==> src/shared/e3m_consts.svh <==
`ifndef E3M_CONSTS_SVH
`define E3M_CONSTS_SVH

// ---------------------------------------------------------------------------
// Register map
// ---------------------------------------------------------------------------
`define E3M_ADDR_W           16
`define E3M_ADDR_OPMODE      16'h1100
`define E3M_ADDR_DEFECT      16'h1111
`define E3M_ADDR_INT_STAT    16'h1114
`define E3M_ADDR_INT_MASK    16'h1115

// ---------------------------------------------------------------------------
// Reset values
// ---------------------------------------------------------------------------
`define E3M_OPMODE_RST       8'h0b
`define E3M_INT_MASK_RST     8'h03
`define E3M_LOF_ALGO_RST     1'h0

// ---------------------------------------------------------------------------
// Field positions
// ---------------------------------------------------------------------------
`define E3M_OPM_DS3_SEL      6
`define E3M_OPM_INT_LOS_EN   5
`define E3M_OPM_FRAME_FMT    2
`define E3M_DEF_LOF_ALGO     7
`define E3M_DEF_LOF          6
`define E3M_DEF_OOF          5
`define E3M_DEF_LOS          4
`define E3M_DEF_AIS          3
`define E3M_DEF_RDI          0
`define E3M_INT_AIS          0
`define E3M_INT_LOS          1
`define E3M_INT_NUM          2

// ---------------------------------------------------------------------------
// Line criteria
// ---------------------------------------------------------------------------
`define E3M_FRAME_BITS       11'd1536
`define E3M_LOS_ZEROS        6'd32
`define E3M_LOS_CLEAN_BITS   6'd32
`define E3M_LOS_ZERO_STRING  6'd4
`define E3M_AIS_DECL_MAX     5'd7
`define E3M_AIS_CLR_MIN      4'd8

`endif

==> src/shared/e3m_pkg.sv <==
package e3m_pkg;

  typedef enum logic {
    e3m_los_clear,
    e3m_los_declared
  } e3m_los_state_e;

  typedef enum logic {
    e3m_ais_clear,
    e3m_ais_declared
  } e3m_ais_state_e;

  typedef enum logic [1:0] {
    e3m_sel_none,
    e3m_sel_opmode,
    e3m_sel_defect,
    e3m_sel_int_stat
  } e3m_reg_sel_e;

endpackage

==> src/shared/e3m_bit_if.sv <==
`timescale 1ns/1ns
`default_nettype none

// Recovered line bits as seen on the system clock.
interface e3m_bit_if;
  logic bit_valid;
  logic bit_data;
  logic frame_end;

  modport src (output bit_valid, output bit_data, output frame_end);
  modport snk (input bit_valid, input bit_data, input frame_end);
endinterface

`default_nettype wire

==> src/rtl/e3m_los_det.sv <==
`timescale 1ns/1ns
`default_nettype none
`include "e3m_consts.svh"

module e3m_los_det (
  input  wire logic   mclk,
  input  wire logic   rst,
  e3m_bit_if.snk      bits,
  input  wire logic   int_los_en,
  input  wire logic   liu_los,
  output logic        los_defect
);

  e3m_pkg::e3m_los_state_e state_r;
  logic [5:0]              zero_run_r;
  logic [5:0]              clean_cnt_r;

  // Zeros in a row, saturating at the declare threshold.
  always_ff @(posedge mclk or posedge rst) begin
    if (rst) begin
      zero_run_r <= 6'h00;
    end else if (bits.bit_valid) begin
      if (bits.bit_data) begin
        zero_run_r <= 6'h00;
      end else if (zero_run_r != `E3M_LOS_ZEROS) begin
        zero_run_r <= zero_run_r + 6'h01;
      end
    end
  end

  // Bits since the last string of four zeros, counted while declared.
  always_ff @(posedge mclk or posedge rst) begin
    if (rst) begin
      clean_cnt_r <= 6'h00;
    end else if (state_r == e3m_pkg::e3m_los_clear) begin
      clean_cnt_r <= 6'h00;
    end else if (bits.bit_valid) begin
      // A zero that extends a run of three or more restarts the count,
      // including runs that have saturated the zero counter.
      if (!bits.bit_data &&
          zero_run_r >= `E3M_LOS_ZERO_STRING - 6'h01) begin
        clean_cnt_r <= 6'h00;
      end else if (clean_cnt_r != `E3M_LOS_CLEAN_BITS) begin
        clean_cnt_r <= clean_cnt_r + 6'h01;
      end
    end
  end

  always_ff @(posedge mclk or posedge rst) begin
    if (rst) begin
      state_r <= e3m_pkg::e3m_los_clear;
    end else begin
      unique case (state_r)
        e3m_pkg::e3m_los_clear: begin
          if ((int_los_en && zero_run_r == `E3M_LOS_ZEROS) || liu_los) begin
            state_r <= e3m_pkg::e3m_los_declared;
          end
        end
        e3m_pkg::e3m_los_declared: begin
          if (clean_cnt_r == `E3M_LOS_CLEAN_BITS && !liu_los) begin
            state_r <= e3m_pkg::e3m_los_clear;
          end
        end
      endcase
    end
  end

  assign los_defect = (state_r == e3m_pkg::e3m_los_declared);

endmodule

`default_nettype wire

==> src/rtl/e3m_ais_det.sv <==
`timescale 1ns/1ns
`default_nettype none
`include "e3m_consts.svh"

module e3m_ais_det (
  input  wire logic   mclk,
  input  wire logic   rst,
  e3m_bit_if.snk      bits,
  input  wire logic   g751_mode,
  output logic        ais_defect
);

  e3m_pkg::e3m_ais_state_e state_r;
  logic [3:0]              zcnt_r;
  logic [3:0]              prev_r;
  logic                    have_prev_r;
  logic [3:0]              cur_cnt;
  logic [4:0]              pair_sum;

  // Zeros of the current frame including this bit, saturating at eight.
  always_comb begin
    cur_cnt = zcnt_r;
    if (bits.bit_valid && !bits.bit_data && zcnt_r != `E3M_AIS_CLR_MIN) begin
      cur_cnt = zcnt_r + 4'h1;
    end
    pair_sum = {1'b0, prev_r} + {1'b0, cur_cnt};
  end

  always_ff @(posedge mclk or posedge rst) begin
    if (rst) begin
      zcnt_r      <= 4'h0;
      prev_r      <= 4'h0;
      have_prev_r <= 1'b0;
    end else if (bits.bit_valid && bits.frame_end) begin
      zcnt_r      <= 4'h0;
      prev_r      <= cur_cnt;
      have_prev_r <= 1'b1;
    end else begin
      zcnt_r      <= cur_cnt;
    end
  end

  always_ff @(posedge mclk or posedge rst) begin
    if (rst) begin
      state_r <= e3m_pkg::e3m_ais_clear;
    end else if (!g751_mode) begin
      state_r <= e3m_pkg::e3m_ais_clear;
    end else if (bits.bit_valid && bits.frame_end && have_prev_r) begin
      unique case (state_r)
        e3m_pkg::e3m_ais_clear: begin
          if (pair_sum <= `E3M_AIS_DECL_MAX) begin
            state_r <= e3m_pkg::e3m_ais_declared;
          end
        end
        e3m_pkg::e3m_ais_declared: begin
          if (prev_r >= `E3M_AIS_CLR_MIN && cur_cnt >= `E3M_AIS_CLR_MIN) begin
            state_r <= e3m_pkg::e3m_ais_clear;
          end
        end
      endcase
    end
  end

  assign ais_defect = (state_r == e3m_pkg::e3m_ais_declared);

endmodule

`default_nettype wire

==> src/rtl/e3m_defect_monitor.sv <==
`timescale 1ns/1ns
`default_nettype none
`include "e3m_consts.svh"

// How it works
// - LOS clearing sets change bit 1, interrupt.
// - Internal zero detector off: follow line unit.
// - Declare AIS on at most seven zeros over two frames.
// - Defect register bit 3 high while AIS.
// - AIS declare sets change bit 0, interrupt.
// - Clear AIS after two frames of eight zeros.
// - Defect register bit 3 low after AIS clears.
// - AIS clear sets change bit 0, interrupt.
// - Defect register read-only flags, writable bit 7.
// - Operating mode fully writable, LOS enable bit 5.
// - Declare LOS on 32 zeros or line unit.
// - Clear LOS after 32 clean bits, unit clear.
module e3m_defect_monitor (
  input  wire logic        mclk,
  input  wire logic        rst,
  input  wire logic [15:0] bus_addr,
  input  wire logic [7:0]  bus_wdata,
  input  wire logic        bus_wr,
  input  wire logic        bus_rd,
  output logic      [7:0]  bus_rdata,
  input  wire logic        rx_line_clk,
  input  wire logic        rx_line_data,
  input  wire logic        liu_los,
  input  wire logic        lof_defect,
  input  wire logic        oof_defect,
  input  wire logic        rdi_defect,
  output logic             int_n,
  output logic             los_defect,
  output logic             ais_defect
);

  // ---------------------------------------------------------------------------
  // Declarations
  // ---------------------------------------------------------------------------
  localparam int SYNC_N = 3;

  logic [SYNC_N-1:0] sync_a_r;
  logic [SYNC_N-1:0] sync_b_r;
  logic [SYNC_N-1:0] pin_in;
  logic              line_clk_s;
  logic              line_data_s;
  logic              liu_los_s;
  logic              line_clk_d_r;
  logic [10:0]       frame_cnt_r;

  logic [7:0]        opmode_r;
  logic              lof_algo_r;
  logic [7:0]        int_mask_r;
  logic [`E3M_INT_NUM-1:0] int_stat_r;
  logic [`E3M_INT_NUM-1:0] int_evt;
  logic              los_prev_r;
  logic              ais_prev_r;
  logic              int_n_r;
  logic [7:0]        rdata_r;
  logic [7:0]        defect_view;
  logic [7:0]        int_view;
  logic              los_det;
  logic              ais_det;
  logic              g751_mode;

  e3m_pkg::e3m_reg_sel_e wr_sel;
  e3m_pkg::e3m_reg_sel_e rd_sel;
  logic              mask_wr;
  logic              mask_rd;

  e3m_bit_if bits ();

  // ---------------------------------------------------------------------------
  // Address decode
  // ---------------------------------------------------------------------------
  function automatic e3m_pkg::e3m_reg_sel_e reg_sel(input logic [15:0] addr);
    e3m_pkg::e3m_reg_sel_e sel;
    sel = e3m_pkg::e3m_sel_none;
    if (addr == `E3M_ADDR_OPMODE) begin
      sel = e3m_pkg::e3m_sel_opmode;
    end else if (addr == `E3M_ADDR_DEFECT) begin
      sel = e3m_pkg::e3m_sel_defect;
    end else if (addr == `E3M_ADDR_INT_STAT) begin
      sel = e3m_pkg::e3m_sel_int_stat;
    end
    return sel;
  endfunction

  assign wr_sel  = bus_wr ? reg_sel(bus_addr) : e3m_pkg::e3m_sel_none;
  assign rd_sel  = bus_rd ? reg_sel(bus_addr) : e3m_pkg::e3m_sel_none;
  assign mask_wr = bus_wr && (bus_addr == `E3M_ADDR_INT_MASK);
  assign mask_rd = bus_rd && (bus_addr == `E3M_ADDR_INT_MASK);

  // ---------------------------------------------------------------------------
  // Pin synchronisers
  // ---------------------------------------------------------------------------
  // The recovered clock is sampled like data; its rising edge marks a bit.
  assign pin_in = {liu_los, rx_line_data, rx_line_clk};

  genvar gi;
  generate
    for (gi = 0; gi < SYNC_N; gi++) begin : g_sync
      always_ff @(posedge mclk or posedge rst) begin
        if (rst) begin
          sync_a_r[gi] <= 1'b0;
          sync_b_r[gi] <= 1'b0;
        end else begin
          sync_a_r[gi] <= pin_in[gi];
          sync_b_r[gi] <= sync_a_r[gi];
        end
      end
    end
  endgenerate

  assign line_clk_s  = sync_b_r[0];
  assign line_data_s = sync_b_r[1];
  assign liu_los_s   = sync_b_r[2];

  always_ff @(posedge mclk or posedge rst) begin
    if (rst) begin
      line_clk_d_r <= 1'b0;
    end else begin
      line_clk_d_r <= line_clk_s;
    end
  end

  // ---------------------------------------------------------------------------
  // Bit strobe and frame period
  // ---------------------------------------------------------------------------
  // Frame periods are counted free from reset; alignment to the frame
  // pattern is not needed, since only the zero density of a period matters.
  always_ff @(posedge mclk or posedge rst) begin
    if (rst) begin
      frame_cnt_r <= 11'h000;
    end else if (bits.bit_valid) begin
      if (bits.frame_end) begin
        frame_cnt_r <= 11'h000;
      end else begin
        frame_cnt_r <= frame_cnt_r + 11'h001;
      end
    end
  end

  assign bits.bit_valid = line_clk_s && !line_clk_d_r;
  assign bits.bit_data  = line_data_s;
  assign bits.frame_end = (frame_cnt_r == `E3M_FRAME_BITS - 11'h001);

  // ---------------------------------------------------------------------------
  // Defect detectors
  // ---------------------------------------------------------------------------
  assign g751_mode = !opmode_r[`E3M_OPM_DS3_SEL] &&
                     !opmode_r[`E3M_OPM_FRAME_FMT];

  e3m_los_det u_los (
    .mclk       (mclk),
    .rst        (rst),
    .bits       (bits.snk),
    .int_los_en (opmode_r[`E3M_OPM_INT_LOS_EN]),
    .liu_los    (liu_los_s),
    .los_defect (los_det)
  );

  e3m_ais_det u_ais (
    .mclk       (mclk),
    .rst        (rst),
    .bits       (bits.snk),
    .g751_mode  (g751_mode),
    .ais_defect (ais_det)
  );

  assign los_defect = los_det;
  assign ais_defect = ais_det;

  // ---------------------------------------------------------------------------
  // Configuration registers
  // ---------------------------------------------------------------------------
  always_ff @(posedge mclk or posedge rst) begin
    if (rst) begin
      opmode_r <= `E3M_OPMODE_RST;
    end else if (wr_sel == e3m_pkg::e3m_sel_opmode) begin
      opmode_r <= bus_wdata;
    end
  end

  // Only the loss-of-frame algorithm select in the defect register takes a
  // write; the flags beside it ignore writes.
  always_ff @(posedge mclk or posedge rst) begin
    if (rst) begin
      lof_algo_r <= `E3M_LOF_ALGO_RST;
    end else if (wr_sel == e3m_pkg::e3m_sel_defect) begin
      lof_algo_r <= bus_wdata[`E3M_DEF_LOF_ALGO];
    end
  end

  always_ff @(posedge mclk or posedge rst) begin
    if (rst) begin
      int_mask_r <= `E3M_INT_MASK_RST;
    end else if (mask_wr) begin
      int_mask_r <= {6'h00, bus_wdata[`E3M_INT_NUM-1:0]};
    end
  end

  // ---------------------------------------------------------------------------
  // Change-of-condition interrupts
  // ---------------------------------------------------------------------------
  always_ff @(posedge mclk or posedge rst) begin
    if (rst) begin
      los_prev_r <= 1'b0;
      ais_prev_r <= 1'b0;
    end else begin
      los_prev_r <= los_det;
      ais_prev_r <= ais_det;
    end
  end

  // Both declaring and clearing a defect count as a change.
  assign int_evt[`E3M_INT_AIS] = ais_det != ais_prev_r;
  assign int_evt[`E3M_INT_LOS] = los_det != los_prev_r;

  // A change landing in the cycle of a read or a write-one clear stays set.
  generate
    for (gi = 0; gi < `E3M_INT_NUM; gi++) begin : g_int
      always_ff @(posedge mclk or posedge rst) begin
        if (rst) begin
          int_stat_r[gi] <= 1'b0;
        end else if (int_evt[gi]) begin
          int_stat_r[gi] <= 1'b1;
        end else if (rd_sel == e3m_pkg::e3m_sel_int_stat) begin
          int_stat_r[gi] <= 1'b0;
        end else if (wr_sel == e3m_pkg::e3m_sel_int_stat &&
                     bus_wdata[gi]) begin
          int_stat_r[gi] <= 1'b0;
        end
      end
    end
  endgenerate

  always_ff @(posedge mclk or posedge rst) begin
    if (rst) begin
      int_n_r <= 1'b1;
    end else begin
      int_n_r <= !(|(int_stat_r & int_mask_r[`E3M_INT_NUM-1:0]));
    end
  end

  assign int_n = int_n_r;

  // ---------------------------------------------------------------------------
  // Read path
  // ---------------------------------------------------------------------------
  always_comb begin
    defect_view                    = 8'h00;
    defect_view[`E3M_DEF_LOF_ALGO] = lof_algo_r;
    defect_view[`E3M_DEF_LOF]      = lof_defect;
    defect_view[`E3M_DEF_OOF]      = oof_defect;
    defect_view[`E3M_DEF_LOS]      = los_det;
    defect_view[`E3M_DEF_AIS]      = ais_det;
    defect_view[`E3M_DEF_RDI]      = rdi_defect;
    int_view                       = 8'h00;
    int_view[`E3M_INT_NUM-1:0]     = int_stat_r;
  end

  // Read data stand for exactly one cycle; unmapped addresses read zero.
  always_ff @(posedge mclk or posedge rst) begin
    if (rst) begin
      rdata_r <= 8'h00;
    end else if (mask_rd) begin
      rdata_r <= int_mask_r;
    end else begin
      unique case (rd_sel)
        e3m_pkg::e3m_sel_opmode:   rdata_r <= opmode_r;
        e3m_pkg::e3m_sel_defect:   rdata_r <= defect_view;
        e3m_pkg::e3m_sel_int_stat: rdata_r <= int_view;
        e3m_pkg::e3m_sel_none:     rdata_r <= 8'h00;
      endcase
    end
  end

  assign bus_rdata = rdata_r;

endmodule

`default_nettype wire

==> config.mk <==
export PLATFORM = sky130hd
export DESIGN_NAME = e3m_defect_monitor
export DESIGN_NICKNAME = d
export VERILOG_FILES = /design/src/shared/e3m_pkg.sv /design/src/shared/e3m_bit_if.sv /design/src/rtl/e3m_los_det.sv /design/src/rtl/e3m_ais_det.sv /design/src/rtl/e3m_defect_monitor.sv
export VERILOG_INCLUDE_DIRS = /design/src /design/src/shared
export SDC_FILE = /design/constraint.sdc
export NUM_CORES = 1
export LEC_CHECK = 0
export BUFFER_PORTS_ARGS = -buffer_cell sky130_fd_sc_hd__buf_2
export CAP_MARGIN = 40
export CELL_PAD_IN_SITES_DETAIL_PLACEMENT = 2
export CELL_PAD_IN_SITES_GLOBAL_PLACEMENT = 2
export CORE_ASPECT_RATIO = 1.25
export CORE_MARGIN = 2
export CORE_UTILIZATION = 40
export CTS_CLUSTER_SIZE = 10
export DETAILED_ROUTE_END_ITERATION = 16
export GPL_TIMING_DRIVEN = 0
export PLACE_DENSITY = 0.92
export SYNTH_ARGS = -nofsm -noshare
export SYNTH_HDL_FRONTEND = slang
export SYNTH_HIERARCHICAL = 1
export SYNTH_SLANG_ARGS = --single-unit
==> constraint.sdc <==
create_clock -name mclk -period 5.07 [get_ports mclk]
set_input_delay 0.2535 -clock mclk [delete_from_list [all_inputs] [get_ports mclk]]
set_output_delay 0.2535 -clock mclk [all_outputs]
set_load 0.01 [all_outputs]
==> impl_results.md, run 1 <==
* TritonCTS clock tree: yes
* Net switching component of the power at 467 uW
* Clock Tree Buf Depth at 2
* Top Family by Delay on Critical Path: adder cells
* Layout cell share with drive strength beyond 1 at 0.271
* Leakage component of the power at 1.80 nW
* Worst clock skew on the final layout at 0.0179 ns
* Maximum fanout along the worst path at 8
* Deepest level of the CTS H-tree at 3
* Net switching share of the total power at 0.304
* DP Area at 3580 um2
* Average cell area after synthesis at 10.9 um2
* Final number of setup-violating endpoints at 0
* Highest ir drop seen on vdd at 0.209 mV
* Via count of the routed design at 2620
* Design internal power at 1.07 mW
* Number of sinks on the clock net at 65
* Worst r2r src: line_clk_d_r
* Area fraction of the dominant cell type after synthesis at 0.458
* Total of max-cap violations at 0
* Nets@finish at 403
* Critical path buffers and inverters at 2
* Asr flop ratio synth at 1.00
* Height of the die at 104 um
* Largest area contributor in the synthesized netlist: dfrtp_1
* Utilization of the core after routing at 0.498
* Worst setup path category: flip-flop to flip-flop
* Flip-flop and latch area at 1630 um2
* Routed length per instance at 21.4 um
* Std-Cell Rows at 36
* Most numerous cell on the critical path: inv_1
* Overall die area at 8790 um2
* Seq/Total Area, Yosys at 0.507
* Combined global-route utilization of all metal layers at 0.238
* Area added between synthesis and finish at 20.4%
* DRC at 0
* # diodes at 0
* IO buf count at 44
* Initial DRT Pass Iterations at 4
* Starting DRC count in detailed routing at 108
* Routability congestion estimate at 0.774
* Flip-flop and latch count after synthesis at 65
* Total clock buffers created by CTS at 9
* Number of top-level pins at 45
* Filler cells at 794
* Maximum single-stage delay on the critical path at 0.41 ns
* Final critical-path share of the clock period at 0.550
* Result of the run: finished clean
* Initial antenna violation count at 0
* Launch point of the worst path: line_clk_d_r
* EDFF count, synth at 0
* DPL Wire Length at 6.80 mm
* Final critical-path required period at 2.79 ns
* Cells taking the most area after synthesis: dfrtp_1 (46%), dfstp_2 (4.9%), ha_1 (4.7%)
* Largest net degree at the start of global routing at 41
* Initial core utilization at 0.413
* Core ar. at 7790 um2
* Residual overflow from global routing at 0
* Fmax at 358 MHz
* Startpoint of the most critical hold path: oof_defect
* Cells traversed along the worst timing path: nand2b_1 > inv_1 > and2b_2 > o21ai_2 > xnor2_1 > inv_1 > ha_1 > fa_1 > a21oi_1 > nand2_1 > mux2i_1 > a32o_1
* Type of the tightest min-delay check: primary input to flip-flop
* RSZ-0062 raised after global routing: no
* Worst max-slew margin expressed relative to the limit at 0.546
* Count of nets left with antenna violations after detail routing at 0
* Wire length of the first global-routing pass at 15.9 mm
* Worst setup EP type: flip-flop
* Detailed Route WL at 9.74 mm
* Synthesized net count at 343
* Die width at 84.3 um
* Synthesized instance count at 296
* Combinational group share of total power at 0.181
* Multi-input combinational cell area at 1500 um2
* Setup crit start kind: flip-flop
* Total power divided by cell area at 397 nW/um2
* Via count of the first global-routing pass at 2997
* Cell with the biggest individual delay on the critical path: fa_1
* Worst-skew pair later-pin latency at 0.36 ns
* Total negative slack for setup checks at 0 ns
* Part of the total power dissipated in sequential elements at 0.438
* Max Transition Viols Final at 0
* Clk Tree Root Cell: clkbuf_8
* Worst Tran Pin Value at 0.676 ns
* Total standard cell area after synthesis at 3220 um2
* Count of endpoints failing hold in the final timing report at 0
* Reg clk slew, reported paths at 0.08 ns
* Synth cell types at 57
* Routed vias/inst at 5.75
* Arrival time worst endpoint at 3.09 ns
* Yosys Warn Count at 6
* Critical path required time at 5.37 ns
* Worst reg2reg setup slack at 2.28 ns
* Commonest register cell after synthesis: dfrtp_1
* Clock share of power at 0.380
* Final design area excluding fillers at 3880 um2
layout by cell type (no fill, tap or decap), types with 9 or more instances in the layout:
master     n
nand2_1   37
buf_2     44
clkbuf_8   9
nand3_1   15
mux2_2    11
nor3_1    11
dfrtp_1   59
nor2_1    14
o21ai_0   17
inv_1     18
ha_1      12
sequential cells by signal, summed over array words and instances (netlist names), 3 cells and up:
name / cells
opmode_r: 8
sync_a_r: 3
u_los/zero_run_r: 6
frame_cnt_r: 11
bus_rdata: 8
u_ais/zcnt_r: 4
u_los/clean_cnt_r: 6
u_ais/prev_r: 4
path summary, 6_finish.rpt:
check / to / cells past startpoint
worst max-delay path: u_ais/ais_defect / 12
worst min-delay path: bus_rdata[5] / 2
max in group asynchronous: u_los/clean_cnt_r[2] / 3
worst max register to register: u_ais/ais_defect / 12
min in group asynchronous: sync_a_r[1] / 3
worst min register to register: line_clk_s / 0
kinds of logic (layout without fill, tap and decap cells):
| group | after synthesis | in the layout | synth area share |
|---|---|---|---|
| AND/OR/NAND/NOR | 118 | 118 | 0.214 |
| XOR/XNOR | 12 | 12 | 0.0326 |
| adder cells (fa/ha/maj) | 13 | 13 | 0.0528 |
| AO/OA/AOI/OAI | 51 | 51 | 0.114 |
| flip-flops | 65 | 65 | 0.507 |
| multiplexers | 15 | 15 | 0.0509 |
| buffers and inverters | 22 | 87 | 0.0283 |
metrics by stage:
stage	setup slack (ns)	hold slack (ns)	cells	total power [mW]
final	2.28	0.125	456	1.54
after global routing	2.08	0.127	456	1.62
after CTS	2.28	0.113	456	1.56
after detailed placement	2.34	0.167	436	0.951
after global placement	2.53	0.297	435	0.910
after floorplan	2.82	0.0937	296	0.842
cell usage after synthesis (6+ instances only):
| library cell | number |
|---|---|
| dfrtp_1 | 59 |
| mux2_2 | 11 |
| nand2_1 | 37 |
| nand3_1 | 15 |
| o21ai_0 | 17 |
| ha_1 | 12 |
| xnor2_1 | 6 |
| nor2_1 | 14 |
| dfstp_2 | 6 |
| xor2_1 | 6 |
| nor3_1 | 11 |
| inv_1 | 19 |
| a22o_1 | 6 |
routing by layer:
metal	share of wire	track usage
met1	0.37	0.243
met2	0.56	0.450
met3	0.044	0.0492
met4	0.029	0.119
met5	0	0
what timing repair did:
| item | CTS | global route |
|---|---|---|
| hold endpoints to repair | 26 | 0 |
| resized for setup | 0 | 0 |
| hold buffers | 4 | 0 |
| setup buffers | 0 | 0 |
power groups by stage:
stage / Sequential (mW) / Combinational [mW] / Clock (mW)
detailed placement: 0.681 / 0.270 / 0
CTS: 0.675 / 0.284 / 0.597
global route: 0.687 / 0.315 / 0.616
finish: 0.674 / 0.279 / 0.585
floorplan: 0.655 / 0.187 / 0
global placement: 0.672 / 0.239 / 0
area by class of cell:
type,count,share of cell area
Clock inverter,6,0.0335
Clock buffer,10,0.0329
Multi-Input combinational cell,209,0.386
Buffer,3,0.00516
Inverter,19,0.0184
Tap cell,95,0.0306
Timing Repair Buffer,49,0.0723
Sequential cell,65,0.421
(Power assumes the default switching activity.)
==> inputs of run 2 (changes only) <==
--- a/config.mk
+++ b/config.mk
@@ -6,17 +6,18 @@
 export SDC_FILE = /design/constraint.sdc
 export NUM_CORES = 1
 export LEC_CHECK = 0
+export ABC_AREA = 1
 export BUFFER_PORTS_ARGS = -buffer_cell sky130_fd_sc_hd__buf_2
 export CAP_MARGIN = 40
 export CELL_PAD_IN_SITES_DETAIL_PLACEMENT = 2
 export CELL_PAD_IN_SITES_GLOBAL_PLACEMENT = 2
 export CORE_ASPECT_RATIO = 1.25
 export CORE_MARGIN = 2
-export CORE_UTILIZATION = 40
+export CORE_UTILIZATION = 34
 export CTS_CLUSTER_SIZE = 10
 export DETAILED_ROUTE_END_ITERATION = 16
 export GPL_TIMING_DRIVEN = 0
-export PLACE_DENSITY = 0.92
+export PLACE_DENSITY = 0.87
 export SYNTH_ARGS = -nofsm -noshare
 export SYNTH_HDL_FRONTEND = slang
 export SYNTH_HIERARCHICAL = 1
==> constraint.sdc (replaced) <==
create_clock -name mclk -period 2.7 [get_ports mclk]
set_input_delay 0.135 -clock mclk [delete_from_list [all_inputs] [get_ports mclk]]
set_output_delay 0.135 -clock mclk [all_outputs]
set_load 0.01 [all_outputs]
==> run 2 against run 1 <==
Compared with the run above: non-clock buffer count is 4 higher; combinational power is 100% higher; total power is 89% higher; critical endpoint unchanged.
==> impl_results.md, run 2 <==
* Initial antenna violation count at 0 (unchanged)
* Core ar. at 10100 um2 (was 7790 um2)
* Non-filler cells, final at 633 (was 456)
* EDFF count, synth at 0 (unchanged)
* Maximum single-stage delay on the critical path at 0.39 ns (was 0.41 ns)
* Most common cell in the netlist: nand2_1 (was dfrtp_1)
* Via count of the routed design at 3221 (was 2620)
* Seq/Total Area, Yosys at 0.461 (was 0.507)
* Clk Tree Root Cell: clkbuf_16 (was clkbuf_8)
* Final critical-path required period at 2.45 ns (was 2.79 ns)
* Register bank with the most flops: frame_cnt_r (unchanged)
* Final design area excluding fillers at 4310 um2 (was 3880 um2)
* Maximum fanout along the worst path at 9 (was 8)
* Average cell area after synthesis at 8.12 um2 (was 10.9 um2)
* Combined global-route utilization of all metal layers at 0.222 (was 0.238)
* Synth cell types at 30 (was 57)
* TritonCTS clock tree: yes (unchanged)
* Count of nets left with antenna violations after detail routing at 0 (unchanged)
* Multi-input combinational cell area at 1620 um2 (was 1500 um2)
* Number of top-level pins at 45 (unchanged)
* Largest net degree at the start of global routing at 25 (was 41)
* Max reg flops at 11 (unchanged)
* Clock Tree Buf Depth at 2 (unchanged)
* Height of the die at 118 um (was 104 um)
* Deepest level of the CTS H-tree at 3 (unchanged)
* Detailed Route WL at 11.6 mm (was 9.74 mm)
* Overall die area at 11300 um2 (was 8790 um2)
* Worst max-slew margin expressed relative to the limit at 0.625 (was 0.546)
* Routed vias/inst at 5.09 (was 5.75)
* DP Area at 3960 um2 (was 3580 um2)
* # diodes at 0 (unchanged)
* Area fraction of the dominant cell type after synthesis at 0.416 (was 0.458)
* Post-placement cell count at 611 (was 436)
* IO buf count at 44 (unchanged)
* Utilization of the core after routing at 0.426 (was 0.498)
* Commonest cells after routing, fill and taps aside: nand2_1 (104), inv_1 (60), dfrtp_1 (59), buf_2 (45), nor2_1 (36) (was dfrtp_1 (59), buf_2 (44), nand2_1 (37), inv_1 (18), o21ai_0 (17))
* Routability congestion estimate at 0.793 (was 0.774)
* Layout cell share with drive strength beyond 1 at 0.244 (was 0.271)
* Area added between synthesis and finish at 21.5% (was 20.4%)
* Worst-skew pair later-pin latency at 0.34 ns (was 0.36 ns)
* Worst Tran Pin Value at 0.562 ns (was 0.676 ns)
* Final critical-path share of the clock period at 0.906 (was 0.550)
* Routed length per instance at 18.4 um (was 21.4 um)
* Via count of the first global-routing pass at 3754 (was 2997)
* Total power divided by cell area at 674 nW/um2 (was 397 nW/um2)
* Residual overflow from global routing at 0 (unchanged)
* Arrival time worst endpoint at 2.71 ns (was 3.09 ns)
* Flip-flop and latch count after synthesis at 65 (unchanged)
* Cells taking the most area after synthesis: dfrtp_1 (42%), nand2_1 (11%), inv_1 (6.6%) (was dfrtp_1 (46%), dfstp_2 (4.9%), ha_1 (4.7%))
* Most common cell after layout, fill and taps aside: nand2_1 (was dfrtp_1)
* Top Family by Delay on Critical Path: simple AND/OR/NAND/NOR gates (was adder cells)
* Worst clock skew on the final layout at 0.00815 ns (was 0.0179 ns)
* Reg clk slew, reported paths at 0.06 ns (was 0.08 ns)
* Worst hold slack at 0.00851 ns (was 0.125 ns)
* Setup crit start kind: flip-flop (unchanged)
* Fmax at 409 MHz (was 358 MHz)
* Initial DRT Pass Iterations at 4 (unchanged)
* Number of sinks on the clock net at 65 (unchanged)
* Result of the run: finished clean (unchanged)
* Filler cells at 1140 (was 794)
* Type of the tightest min-delay check: primary input to flip-flop (unchanged)
* Total standard cell area after synthesis at 3550 um2 (was 3220 um2)
* Max Transition Viols Final at 0 (unchanged)
* RSZ-0062 raised after global routing: no (unchanged)
* Total of max-cap violations at 0 (unchanged)
* Die width at 95.4 um (was 84.3 um)
* Critical path buffers and inverters at 3 (was 2)
* Largest area contributor in the synthesized netlist: dfrtp_1 (unchanged)
* Yosys Warn Count at 6 (unchanged)
* Commonest register cell after synthesis: dfrtp_1 (unchanged)
* Post-layout power at 2.90 mW (was 1.54 mW)
* Synthesized instance count at 437 (was 296)
* Synthesized net count at 484 (was 343)
* Worst setup EP type: flip-flop (unchanged)
* Synth cell count leaders: nand2_1 (105), inv_1 (62), dfrtp_1 (59), nor2_1 (36), nand3_1 (31) (was dfrtp_1 (59), nand2_1 (37), inv_1 (19), o21ai_0 (17), nand3_1 (15))
* Cells traversed along the worst timing path: nand2_2 > clkinvlp_4 > inv_2 > nor2_4 > nand2_4 > xor2_2 > inv_1 > ha_1 > fa_1 > nand2_1 > nand3_1 > nand2_1 > nand3_1 > a21oi_1 (was nand2b_1 > inv_1 > and2b_2 > o21ai_2 > xnor2_1 > inv_1 > ha_1 > fa_1 > a21oi_1 > nand2_1 > mux2i_1 > a32o_1)
* Starting DRC count in detailed routing at 112 (was 108)
* DPL Wire Length at 8.01 mm (was 6.80 mm)
* Nets@finish at 546 (was 403)
* Wire length of the first global-routing pass at 19.1 mm (was 15.9 mm)
* Highest ir drop seen on vdd at 0.532 mV (was 0.209 mV)
* Initial core utilization at 0.351 (was 0.413)
* Final number of setup-violating endpoints at 0 (unchanged)
* Std-Cell Rows at 41 (was 36)
* Count of endpoints failing hold in the final timing report at 0 (unchanged)
* Total clock buffers created by CTS at 9 (unchanged)
* Worst setup path category: flip-flop to flip-flop (unchanged)
* Asr flop ratio synth at 1.00 (unchanged)
* Critical path required time at 2.96 ns (was 5.37 ns)
* Cell with the biggest individual delay on the critical path: dfrtp_1 (was fa_1)
* Flip-flop and latch area at 1630 um2 (unchanged)
* Leakage component of the power at 2.18 nW (was 1.80 nW)
* DRC at 0 (unchanged)
[run 2: layer usage]
metal  up-vias  GRT usage  part of all wire
met2        52      0.388              0.54
met3        26     0.0510             0.027
met4         0     0.0888             0.035
met1      1638      0.256              0.40
met5         -          0                 0
li1       1505          -                 -
[run 2: kinds of logic after synthesis]
logic type,share of synthesized area
AOI/OAI and AO/OA,0.0674
xor gates and xnor gates,0.0272
adders and majority gates,0.0480
buffers and inverters,0.0857
DFF,0.461
and+or+nand+nor,0.311
[run 2: worst register-to-register path, stage by stage, from the launching register on]
cell        delay [ns]
dfrtp_1           0.39
nand2_2           0.21
clkinvlp_4        0.16
inv_2             0.08
nor2_4            0.04
nand2_4           0.10
xor2_2            0.20
inv_1             0.08
ha_1              0.21
fa_1              0.38
nand2_1           0.09
nand3_1           0.09
nand2_1           0.09
nand3_1           0.09
a21oi_1           0.17
[run 2: stage by stage]
step                setup TNS [ns]  setup WS (ns)
floorplan                        0          0.404
global placement                 0         0.0758
detailed placement         -0.0173        -0.0173
CTS                              0         0.0496
global route                     0         0.0645
finish                           0          0.254
[run 2: area by class of cell]
| class | instances | area share |
|---|---|---|
| well taps | 129 | 0.0375 |
| inverters | 69 | 0.0616 |
| plain buffers | 5 | 0.00987 |
| flip-flops and latches | 65 | 0.379 |
| multi-input cells | 298 | 0.376 |
| clock buffers | 10 | 0.0555 |
| repair buffers | 51 | 0.0708 |
| clock inverters | 6 | 0.00987 |
[run 2: final timing paths]
| path | startpoint | end | slack (ns) | cells past startpoint |
|---|---|---|---|---|
| worst max-delay path | line_clk_s | u_ais/ais_defect | 0.25 | 14 |
| worst max register to register | line_clk_s | u_ais/ais_defect | 0.25 | 14 |
| worst min-delay path | bus_wdata[3] | opmode_r[3] | 0.009 | 3 |
| max in group asynchronous | rst | int_n | 1.72 | 4 |
| worst min register to register | sync_a_r[0] | line_clk_s | 0.35 | 0 |
| min in group asynchronous | rst | u_ais/prev_r[3] | 0.38 | 3 |
[run 2: repair_timing]
item,CTS,global route
hold buffers,5,0
endpoints found under the setup margin,1,1
gates resized for setup,1,2
endpoints found under the hold margin,44,0
buffers inserted,1,0
[run 2: where the power goes]
part           internal, mW  switching (mW)
logic                 0.211           0.353
clock network         0.648           0.482
registers              1.07           0.140
==> inputs of run 3 (changes only) <==
--- a/config.mk
+++ b/config.mk
@@ -6,14 +6,13 @@
 export SDC_FILE = /design/constraint.sdc
 export NUM_CORES = 1
 export LEC_CHECK = 0
-export ABC_AREA = 1
 export BUFFER_PORTS_ARGS = -buffer_cell sky130_fd_sc_hd__buf_2
 export CAP_MARGIN = 40
 export CELL_PAD_IN_SITES_DETAIL_PLACEMENT = 2
 export CELL_PAD_IN_SITES_GLOBAL_PLACEMENT = 2
 export CORE_ASPECT_RATIO = 1.25
 export CORE_MARGIN = 2
-export CORE_UTILIZATION = 34
+export CORE_UTILIZATION = 37
 export CTS_CLUSTER_SIZE = 10
 export DETAILED_ROUTE_END_ITERATION = 16
 export GPL_TIMING_DRIVEN = 0
==> run 3 against run 2 <==
Compared with the run above: utilization up 3.0 points; clock skew up 0.0040 ns; count of clock-buffer cells in the layout up 1; largest power group unchanged; clock power down 15%.
==> impl_results.md, run 3 (same netlist as run 1, synthesis figures left out) <==
* Final critical-path share of the clock period at 0.963 (was 0.906)
* Area added between synthesis and finish at 21.4% (was 21.5%)
* IO buf count at 44 (unchanged)
* Hold Path Depth at 2 (was 3)
* Worst max-slew margin expressed relative to the limit at 0.558 (was 0.625)
* Worst-skew pair later-pin latency at 0.36 ns (was 0.34 ns)
* Via count of the routed design at 2558 (was 3221)
* Worst clock skew on the final layout at 0.0122 ns (was 0.00815 ns)
* Clk Tree Root Cell: clkbuf_8 (was clkbuf_16)
* Residual overflow from global routing at 0 (unchanged)
* Worst hold slack at 0.0165 ns (was 0.00851 ns)
* Wire length of the first global-routing pass at 14.3 mm (was 19.1 mm)
* Deepest level of the CTS H-tree at 3 (unchanged)
* Number of top-level pins at 45 (unchanged)
* Total power divided by cell area at 710 nW/um2 (was 674 nW/um2)
* Height of the die at 108 um (was 118 um)
* Reg clk slew, reported paths at 0.07 ns (was 0.06 ns)
* # diodes at 0 (unchanged)
* Utilization of the core after routing at 0.457 (was 0.426)
* Via count of the first global-routing pass at 2883 (was 3754)
* Routed vias/inst at 5.49 (was 5.09)
* Final number of setup-violating endpoints at 0 (unchanged)
* Number of cells on the worst reg-to-reg path at 11 (was 14)
* Clock share of power at 0.346 (was 0.389)
* Arrival time worst endpoint at 2.89 ns (was 2.71 ns)
* Routed length per instance at 19.4 um (was 18.4 um)
* Critical path required time at 2.99 ns (was 2.96 ns)
* Count of nets left with antenna violations after detail routing at 0 (unchanged)
* Number of sinks on the clock net at 65 (unchanged)
* Leakage component of the power at 1.81 nW (was 2.18 nW)
* Most common cell after layout, fill and taps aside: dfrtp_1 (was nand2_1)
* Part of the total power dissipated in sequential elements at 0.457 (was 0.416)
* Result of the run: finished clean (unchanged)
* Nets@finish at 408 (was 546)
* Layout cell share with drive strength beyond 1 at 0.287 (was 0.244)
* Fmax at 385 MHz (was 409 MHz)
* Initial DRT Pass Iterations at 4 (unchanged)
* Maximum fanout along the worst path at 3 (was 9)
* Total clock buffers created by CTS at 9 (unchanged)
* Clock Tree Buf Depth at 2 (unchanged)
* Net switching share of the total power at 0.320 (was 0.336)
* DRC at 0 (unchanged)
* Register bank with the most flops: frame_cnt_r (unchanged)
* Final critical-path required period at 2.60 ns (was 2.45 ns)
* TritonCTS clock tree: yes (unchanged)
* Net switching component of the power at 888 uW (was 975 uW)
* Routability congestion estimate at 0.808 (was 0.793)
* Max reg flops at 11 (unchanged)
* Std-Cell Rows at 38 (was 41)
* DPL Wire Length at 6.27 mm (was 8.01 mm)
* Max Transition Viols Final at 0 (unchanged)
* Design internal power at 1.89 mW (was 1.93 mW)
* Starting DRC count in detailed routing at 59 (was 112)
* Count of endpoints failing hold in the final timing report at 0 (unchanged)
* Worst setup path category: flip-flop to flip-flop (unchanged)
* Overall die area at 9480 um2 (was 11300 um2)
* Core ar. at 8560 um2 (was 10100 um2)
* Combined global-route utilization of all metal layers at 0.202 (was 0.222)
* Combinational group share of total power at 0.197 (was 0.194)
* Worst setup EP type: flip-flop (unchanged)
* Highest ir drop seen on vdd at 0.366 mV (was 0.532 mV)
* Die width at 87.5 um (was 95.4 um)
* Type of the tightest min-delay check: primary input to flip-flop (unchanged)
* Commonest cells after routing, fill and taps aside: dfrtp_1 (59), buf_2 (44), nand2_1 (37), inv_1 (17), o21ai_0 (17) (was nand2_1 (104), inv_1 (60), dfrtp_1 (59), buf_2 (45), nor2_1 (36))
* Detailed Route WL at 9.05 mm (was 11.6 mm)
* Initial antenna violation count at 0 (unchanged)
* Initial core utilization at 0.376 (was 0.351)
* Setup crit start kind: flip-flop (unchanged)
* Worst Tran Pin Value at 0.659 ns (was 0.562 ns)
* Filler cells at 897 (was 1140)
* Total of max-cap violations at 0 (unchanged)
* Largest net degree at the start of global routing at 41 (was 25)
==> run 3: cell count changes in the layout (fill, tap and decap cells not counted), moves of 6 or more <==
cell / previous run / this run
nand4_1: 22 / 2
nand2_1: 104 / 37
nand3_1: 31 / 15
clkbuf_8: 1 / 11
mux2_2: 0 / 11
nand2_2: 12 / 0
a22o_1: 0 / 6
nor2_1: 36 / 14
o21ai_1: 16 / 0
o21ai_0: 11 / 17
o21ai_2: 7 / 1
clkbuf_16: 9 / 0
nor2_2: 9 / 0
inv_1: 60 / 17
==> run 3: layout make-up <==
class,count,area (um2),share of cell area
well taps,100,125,0.0320
plain buffers,3,20.0,0.00512
clock buffers,11,151,0.0387
repair buffers,54,323,0.0826
multi-input cells,209,1510,0.386
inverters,19,71.3,0.0182
clock inverters,5,77.6,0.0198
flip-flops and latches,65,1630,0.418
==> run 3: power by group through the flow <==
stage,clock network (mW),logic (mW),registers (mW)
3_5_place_dp,0,0.495,1.28
4_1_cts,0.989,0.521,1.27
3_3_place_gp,0,0.447,1.26
5_1_grt,1.04,0.621,1.29
2_1_floorplan,0,0.352,1.23
6_report,0.961,0.548,1.27
==> run 3: worst paths after layout <==
check / from / slack [ns] / endpoint
max: u_ais/zcnt_r[0] / 0.10 / u_ais/ais_defect
min: bus_wdata[2] / 0.02 / opmode_r[2]
max reg2reg: u_ais/zcnt_r[0] / 0.10 / u_ais/ais_defect
min reg2reg: sync_a_r[0] / 0.35 / line_clk_s
max in group asynchronous: rst / 1.92 / u_los/zero_run_r[3]
min in group asynchronous: rst / 0.20 / sync_a_r[1]
==> run 3: worst max-delay path, cell delays in order, from the launching register on <==
cell and delay [ns]:
dfrtp_1 0.44, inv_1 0.16, ha_1 0.18, nand2_1 0.09
o21ai_2 0.26, mux2i_2 0.33, inv_1 0.13, fa_1 0.44
a21oi_1 0.16, nand2_1 0.07, mux2i_1 0.14, a32o_1 0.14
==> run 3: through the flow <==
stage                     worst slack [ns]  power [mW]  area (um2)  cells  TNS (ns)
final                                0.101        2.78        3910    466         0
after global routing               -0.0219        2.95        3910    466   -0.0219
after CTS                           0.0499        2.78        3880    463         0
after detailed placement            0.0480        1.77        3590    441         0
after global placement               0.172        1.71        3570    440         0
after floorplan                      0.448        1.58        3220    296         0
==> run 3: routing by layer <==
metal	part of all wire	track usage	up-vias
met5	0	0	-
li1	-	-	1181
met4	0.019	0.0714	0
met1	0.39	0.218	1316
met2	0.56	0.381	47
met3	0.033	0.0435	14
==> run 3: repair_timing <==
action	in CTS	in global routing
endpoints found under the hold margin	64	0
resized for setup	1	2
buffers inserted	0	3
hold buffers	6	0
endpoints found under the setup margin	1	1
